File: src/verilog/cgfc_defs.svh
// constants and field layout for the colour balance and tone curve registers
`ifndef CGFC_DEFS_SVH
`define CGFC_DEFS_SVH

`define CGFC_ADDR_W       12
`define CGFC_WB_OFS       12'h80c
`define CGFC_GM_OFS       12'h818

`define CGFC_PRESENT_BIT  0
`define CGFC_ABS_BIT      1
`define CGFC_PUSH_BIT     5
`define CGFC_ON_BIT       6
`define CGFC_AUTO_BIT     7

`define CGFC_PRESENT      1'b1
`define CGFC_ABS_CTL      1'b0

`define CGFC_WB_WMASK     32'hffffff00
`define CGFC_GM_WMASK     32'hfff00000
`define CGFC_WB_RST       32'h00000000
`define CGFC_GM_RST       32'h00000000
`define CGFC_LVL_RST      12'h000
`define CGFC_RD_NONE      32'h00000000

`endif

File: src/verilog/cgfc_pkg.sv
// types shared by the colour balance and tone curve register bank
package cgfc_pkg;

  typedef enum logic [1:0] {
    CGFC_IDLE = 2'b01,
    CGFC_ACK  = 2'b10
  } cgfc_state_t;

endpackage
File: src/verilog/cgfc_csrs.sv
// colour balance and tone curve control registers behind an avalon-mm slave
//
// The implementer's own choice: the Avalon-MM slave port.
`timescale 1ns/1ps
`include "cgfc_defs.svh"

module cgfc_csrs
  import cgfc_pkg::*;
(
  input  wire logic        sys_clk,           // 250 mhz clock
  input  wire logic        resetn,            // synchronous reset, active low
  input  wire logic [11:0] avs_address,       // byte address
  input  wire logic        avs_read,          // read request
  input  wire logic        avs_write,         // write request
  input  wire logic [31:0] avs_writedata,     // write data
  input  wire logic [3:0]  avs_byteenable,    // byte lanes of the write
  output logic [31:0]      avs_readdata,      // read data, valid with waitrequest low
  output logic             avs_waitrequest,   // low for one cycle per access
  input  wire logic        wb_one_push,       // colour balance one-shot running
  input  wire logic        wb_on,             // colour balance control on
  input  wire logic        wb_auto,           // colour balance automatic mode
  input  wire logic        gm_one_push,       // tone curve one-shot running
  input  wire logic        gm_on,             // tone curve control on
  input  wire logic        gm_auto,           // tone curve automatic mode
  output logic [11:0]      blue_level_q,      // blue level to the pipeline
  output logic [11:0]      red_level_q,       // red level to the pipeline
  output logic [11:0]      gamma_level_q,     // tone curve value to the pipeline
  output logic             wb_push_act_q,     // colour balance one-shot in effect
  output logic             gm_push_act_q      // tone curve one-shot in effect
);

  cgfc_state_t st_q;
  logic [31:0] wb_fld_q;
  logic [31:0] gm_fld_q;
  logic        req;
  logic        wr_ack;
  logic        hit_wb;
  logic        hit_gm;

  // flag byte common to both registers
  function automatic logic [7:0] cgfc_flags(
    input logic op,
    input logic on,
    input logic au
  );
    logic [7:0] f;
    f = 8'h00;
    f[`CGFC_PRESENT_BIT] = `CGFC_PRESENT;
    f[`CGFC_ABS_BIT]     = `CGFC_ABS_CTL;
    f[`CGFC_PUSH_BIT]    = op;
    f[`CGFC_ON_BIT]      = on;
    f[`CGFC_AUTO_BIT]    = au;
    return f;
  endfunction

  // byte-lane write merge limited to the writable field bits
  function automatic logic [31:0] cgfc_merge(
    input logic [31:0] old_v,
    input logic [31:0] new_v,
    input logic [3:0]  be,
    input logic [31:0] fmask
  );
    logic [31:0] m;
    m = {{8{be[3]}}, {8{be[2]}}, {8{be[1]}}, {8{be[0]}}} & fmask;
    return (old_v & ~m) | (new_v & m);
  endfunction

  assign req    = avs_read | avs_write;
  assign wr_ack = (st_q == CGFC_ACK) && avs_write;
  assign hit_wb = (avs_address == `CGFC_WB_OFS);
  assign hit_gm = (avs_address == `CGFC_GM_OFS);

  // two-cycle handshake: sample the request, then drop waitrequest for one cycle
  always_ff @(posedge sys_clk) begin
    if (!resetn) begin
      st_q            <= CGFC_IDLE;
      avs_waitrequest <= 1'b1;
    end else begin
      case (st_q)
        CGFC_IDLE: begin
          if (req) begin
            st_q            <= CGFC_ACK;
            avs_waitrequest <= 1'b0;
          end
        end
        CGFC_ACK: begin
          st_q            <= CGFC_IDLE;
          avs_waitrequest <= 1'b1;
        end
        default: begin
          st_q            <= CGFC_IDLE;
          avs_waitrequest <= 1'b1;
        end
      endcase
    end
  end

  // read data is captured when the request is first seen and held through the ack
  always_ff @(posedge sys_clk) begin
    if (!resetn) begin
      avs_readdata <= `CGFC_RD_NONE;
    end else if (st_q == CGFC_IDLE && avs_read) begin
      if (hit_wb) begin
        avs_readdata <= {wb_fld_q[31:8], cgfc_flags(wb_one_push, wb_on, wb_auto)};
      end else if (hit_gm) begin
        avs_readdata <= {gm_fld_q[31:8], cgfc_flags(gm_one_push, gm_on, gm_auto)};
      end else begin
        avs_readdata <= `CGFC_RD_NONE;
      end
    end
  end

  // colour balance fields; locked while the control is off
  always_ff @(posedge sys_clk) begin
    if (!resetn) begin
      wb_fld_q <= `CGFC_WB_RST;
    end else if (wr_ack && hit_wb && wb_on) begin
      wb_fld_q <= cgfc_merge(wb_fld_q, avs_writedata, avs_byteenable, `CGFC_WB_WMASK);
    end
  end

  // tone curve field; bits 8 to 19 are never stored
  always_ff @(posedge sys_clk) begin
    if (!resetn) begin
      gm_fld_q <= `CGFC_GM_RST;
    end else if (wr_ack && hit_gm && gm_on) begin
      gm_fld_q <= cgfc_merge(gm_fld_q, avs_writedata, avs_byteenable, `CGFC_GM_WMASK);
    end
  end

  // applied levels; with no absolute register the value fields always drive the pipeline
  always_ff @(posedge sys_clk) begin
    if (!resetn) begin
      blue_level_q  <= `CGFC_LVL_RST;
      red_level_q   <= `CGFC_LVL_RST;
      gamma_level_q <= `CGFC_LVL_RST;
    end else if (`CGFC_ABS_CTL == 1'b0) begin
      blue_level_q  <= wb_fld_q[19:8];
      red_level_q   <= wb_fld_q[31:20];
      gamma_level_q <= gm_fld_q[31:20];
    end
  end

  // one-shot has no meaning in automatic mode, so it is masked there
  always_ff @(posedge sys_clk) begin
    if (!resetn) begin
      wb_push_act_q <= 1'b0;
      gm_push_act_q <= 1'b0;
    end else begin
      wb_push_act_q <= wb_one_push & ~wb_auto;
      gm_push_act_q <= gm_one_push & ~gm_auto;
    end
  end
endmodule

File: config.mk
export PLATFORM = sky130hd
export DESIGN_NAME = cgfc_csrs
export DESIGN_NICKNAME = d
export VERILOG_FILES = /design/src/verilog/cgfc_pkg.sv /design/src/verilog/cgfc_csrs.sv
export VERILOG_INCLUDE_DIRS = /design/src /design/src/verilog
export SDC_FILE = /design/constraint.sdc
export NUM_CORES = 1
export LEC_CHECK = 0
export ABC_AREA = 1
export BUFFER_PORTS_ARGS = -buffer_cell sky130_fd_sc_hd__buf_2
export CORE_AREA = 2 2 122 124
export DETAILED_ROUTE_END_ITERATION = 10
export DIE_AREA = 0 0 124 126
export PLACE_DENSITY_LB_ADDON = 0.2
export SLEW_MARGIN = 10
export SYNTH_ARGS = -nofsm -noshare
export SYNTH_HDL_FRONTEND = slang
export SYNTH_SLANG_ARGS = --single-unit
export TNS_END_PERCENT = 5
File: constraint.sdc
create_clock -name sys_clk -period 1.2 [get_ports sys_clk]
set_input_delay 0.18 -clock sys_clk [delete_from_list [all_inputs] [get_ports sys_clk]]
set_output_delay 0.18 -clock sys_clk [all_outputs]
set_load 0.005 [all_outputs]
[Yosys cells after proc, flatten, opt, wreduce, memory -nomap -nowiden]
Cells that the tools add are included.
Cells by class
  $add $sub $neg: 0
  $mul: 0
  divide/modulo/power cells: 0
  order comparisons: 0
  equal/unequal tests: 4
  shifts and indexed selects: 0
  muxes and demuxes: 2
  bitwise logic cells: 13
  reductions and logical operators: 7
Operators with widths (count)
  $and A32 B32 Y32: 4
  $mux W32: 2
  $not A32 Y32: 2
  $or A32 B32 Y32: 2
  $eq A12 B12 Y1 const B: 2
  $logic_and A1 B1 Y1: 6
  $and A1 B1 Y1: 2
  $eq A2 B1 Y1 const B: 1
  $eq A2 B2 Y1 const B: 1
  $not A1 Y1: 2
  $reduce_and A2 Y1: 1
  $or A1 B1 Y1: 1
Word-level totals
  register bits: 137
  latch bits: 0
  memory bits (writable): 0
  ROM bits: 0
  input bits: 58
  output and inout bits: 71
  word-level logic and storage cells: 36
  memories: 0

[Logic depth before layout (Yosys ltp)]
  depth after elaboration: 4
  gate-level depth with buffers: 11

[Worst setup path before layout]
No wires, ideal clock.
  kind: register to register
  start: register st_q[1]
  end: register with a tool-made name
  library setup time: 0.113 ns
  arrival time: 1.143 ns
  data required time: 1.087 ns
  setup slack: -0.056 ns
  stages on the path, launching flop included: 9
  buffers on the path: 1
  period minus slack after synthesis: 1.256 ns
  path through: dfxtp_1 > nand2_1 > nor2_2 > inv_1 > nor2_4 > buf_6 > nand3_1 > nand2_1 > nor2_1
RTL lines
  start, declared: RTL line cgfc_csrs.sv:32  | cgfc_state_t st_q;
  start signal, assigned: RTL line cgfc_csrs.sv:76  | st_q <= CGFC_IDLE;
  start signal, assigned: RTL line cgfc_csrs.sv:82  | st_q <= CGFC_ACK;
  start signal, assigned: RTL line cgfc_csrs.sv:87  | st_q <= CGFC_IDLE;

==> impl_metrics.yaml <==
final_layout:
  fin_cells: 886
  diodes: 0
  n_fill_cell: 1542
  finish.net_count: 755
  final_common_cell: "nand2_1"
  drive_gt1_frac: 0.258
  syn_to_final_growth_pct: 30.6
  final_cell_mix: "nand2_1, buf_2, inv_1"
  fin_util: 0.384
routing:
  drt.antenna.violating_nets: 0
  highest_layer: "met4"
  wl_met2_um: 5280
  first_pass_iters: 5
  drc_errors: 0
  routedWlPerCell_um: 12.3
  wl_met3_um: 504
  routed_wl_um: 10900
  wirelength_met1_um: 4860
  vias: 3752
  drt_iter0_drc: 171
  vias_per_cell: 4.23
die:
  dieHeight_um: 126
  initial_core_util: 0.294
  fp.dieW_um: 124
  core-area_sq_um: 14300
  rows: 44
  pin_count: 129
  die_area_sq_um: 15600
global_routing:
  grt_start_max_net_pins: 41
  grtUsageTotal: 0.146
  grt_pass1_wl_um: 17500
  grt_overflow: 0
  antenna_found_initial: 0
  grt_pass1_vias: 3556
critical_path:
  cp.arrival_ns: 1.61
  reg2regPathDepth: 6
  worstReg2RegStart: "st_q[1]"
  endpoint_kind: "flop"
  crit_required_ns: 1.50
  crit_fanout: 8
  cp-start-kind: "flop"
  rrSetupSlack_ns: -0.12
  criticalPathCategory: "reg -> reg"
sta:
  fin_crit_ns: 1.32
  period_share: 1.10
  hold_viol: 0
  max_freq_mhz: 759
  setup_ws_ns: -0.118
  rsz0062_at_grt: "yes"
  clock_skew_ns: 0.0100
  setup_viol: 35
  slew_viol_final: 0
clocking:
  clk_latency_ns: 0.35
  cts-buffers-inserted: 9
  cts_root_buf: "clkbuf_16"
  htreeDepth: 3
  cts.sinks: 104
  cts_buffer_depth: 2
  clk_pin_slew_ns: 0.07
  cts_tree: "yes"
synthesis:
  ys_seq_area_frac: 0.495
  synth_top_area_frac: 0.495
  avgSynthCellArea_sq_um: 7.33
  ys_warn_count: 0
  synth.largest_area_cell: "dfxtp_1"
  synth_seq_cells: 104
  synth_area_sq_um: 4210
  synth.area.top_cells: "dfxtp_1, nand2_1, inv_1, nor2_1, nand3_1"
  syn_inst: 574
  ys_types: 27
outcome:
  violations: "negative setup slack"
  status: "complete, but fails checks"
min_path:
  hp-start: "wb_auto"
  hold_class: "in -> reg"
  whs_path_depth: 2
  hold_path_end: "wb_push_act_q"
run:
  drv_cap: 0
power:
  powerDensity_nw_per_um2: 1380
  p_leak_nw: 2.98
  ir_drop_v: 0.000672
placed_design:
  portBuffers: 115
  gp_congestion: 0.768
  dp_hpwl_um: 7600
  place_inst: 866
worst max-delay path by stage:
stage | start | endpoint | slack, ns
after global placement | avs_address[1] | flop | -0.17
after detailed placement | avs_address[9] | flop | -0.21
after CTS | st_q[1] | flop | -0.19
final | st_q[1] | flop | -0.12
after global routing | st_q[1] | flop | -0.20
after floorplan | st_q[0] | avs_readdata[0] | -0.008
Yosys cell counts:
master,count
buf_4,6
o21bai_1,12
a31oi_1,1
nor3_1,2
o21a_1,3
nand3_4,1
o21ai_0,27
inv_1,106
nand2_1,121
inv_2,1
clkinv_2,1
nand3_2,1
clkbuf_1,16
nand4_1,12
a21oi_1,12
nand4_4,1
buf_6,3
nand2_2,3
nor2_1,88
buf_2,7
nor2_8,1
nor2_4,5
nand3_1,31
nor2_2,7
nand4_2,1
conb_1,1
dfxtp_1,104
kinds of logic (layout without fill, tap and decap cells):
logic type,after synthesis,in the layout,share of synthesized area
AO/OA/AOI/OAI,55,55,0.0747
buffers and inverters,140,265,0.138
flip-flops,104,104,0.495
other,1,4,0.000892
AND/OR/NAND/NOR,274,274,0.291
worst max-delay path, stage by stage (launching register included):
cell and delay [ns]:
dfxtp_2 0.34, nand2_2 0.06, nor2_4 0.20, nand4_4 0.22, nor2_4 0.28, nor2_1 0.07, nor2_1 0.10
report_power, final:
group / internal (W) / switching, W / total (W)
logic: 0.000281 / 0.000359 / 0.000640
registers: 0.00354 / 0.0000455 / 0.00359
clock network: 0.00203 / 0.00131 / 0.00335
total: 0.00586 / 0.00172 / 0.00758
final cells by class:
cell class / instances / area (sq um) / share of cell area
multi-input cells: 333 / 1570 / 0.286
inverters: 108 / 407 / 0.0740
repair buffers: 141 / 865 / 0.157
clock buffers: 10 / 229 / 0.0417
well taps: 184 / 230 / 0.0419
clock inverters: 6 / 108 / 0.0196
flip-flops and latches: 104 / 2080 / 0.379
metal layers:
layer / vias up / GRT usage
li1: 1964 / -
met1: 1679 / 0.180
met2: 90 / 0.237
met3: 19 / 0.0331
met4: 0 / 0.0720
met5: - / 0
through the flow:
| stage | instance area (sq um) | hold WS, ns | worst slack, ns | power [W] | TNS (ns) |
|---|---|---|---|---|---|
| after detailed placement | 5110 | 0.372 | -0.215 | 0.00430 | -8.03 |
| final | 5490 | 0.0250 | -0.118 | 0.00758 | -2.64 |
| after global routing | 5490 | 0.00783 | -0.201 | 0.00788 | -5.84 |
| after CTS | 5480 | 0.000436 | -0.191 | 0.00767 | -4.66 |
| after floorplan | 4220 | 0.258 | -0.00778 | 0.00401 | -0.00778 |
| after global placement | 5110 | 0.370 | -0.173 | 0.00429 | -6.44 |
repair_timing:
item,in CTS,in global routing
pin swaps,13,16
gates resized for setup,4,2
hold buffers,1,0
setup endpoints to repair,42,46
buffers inserted,2,1
hold endpoints to repair,1,0
cloned,0,0
No activity file was read; power rests on OpenSTA's default activity.
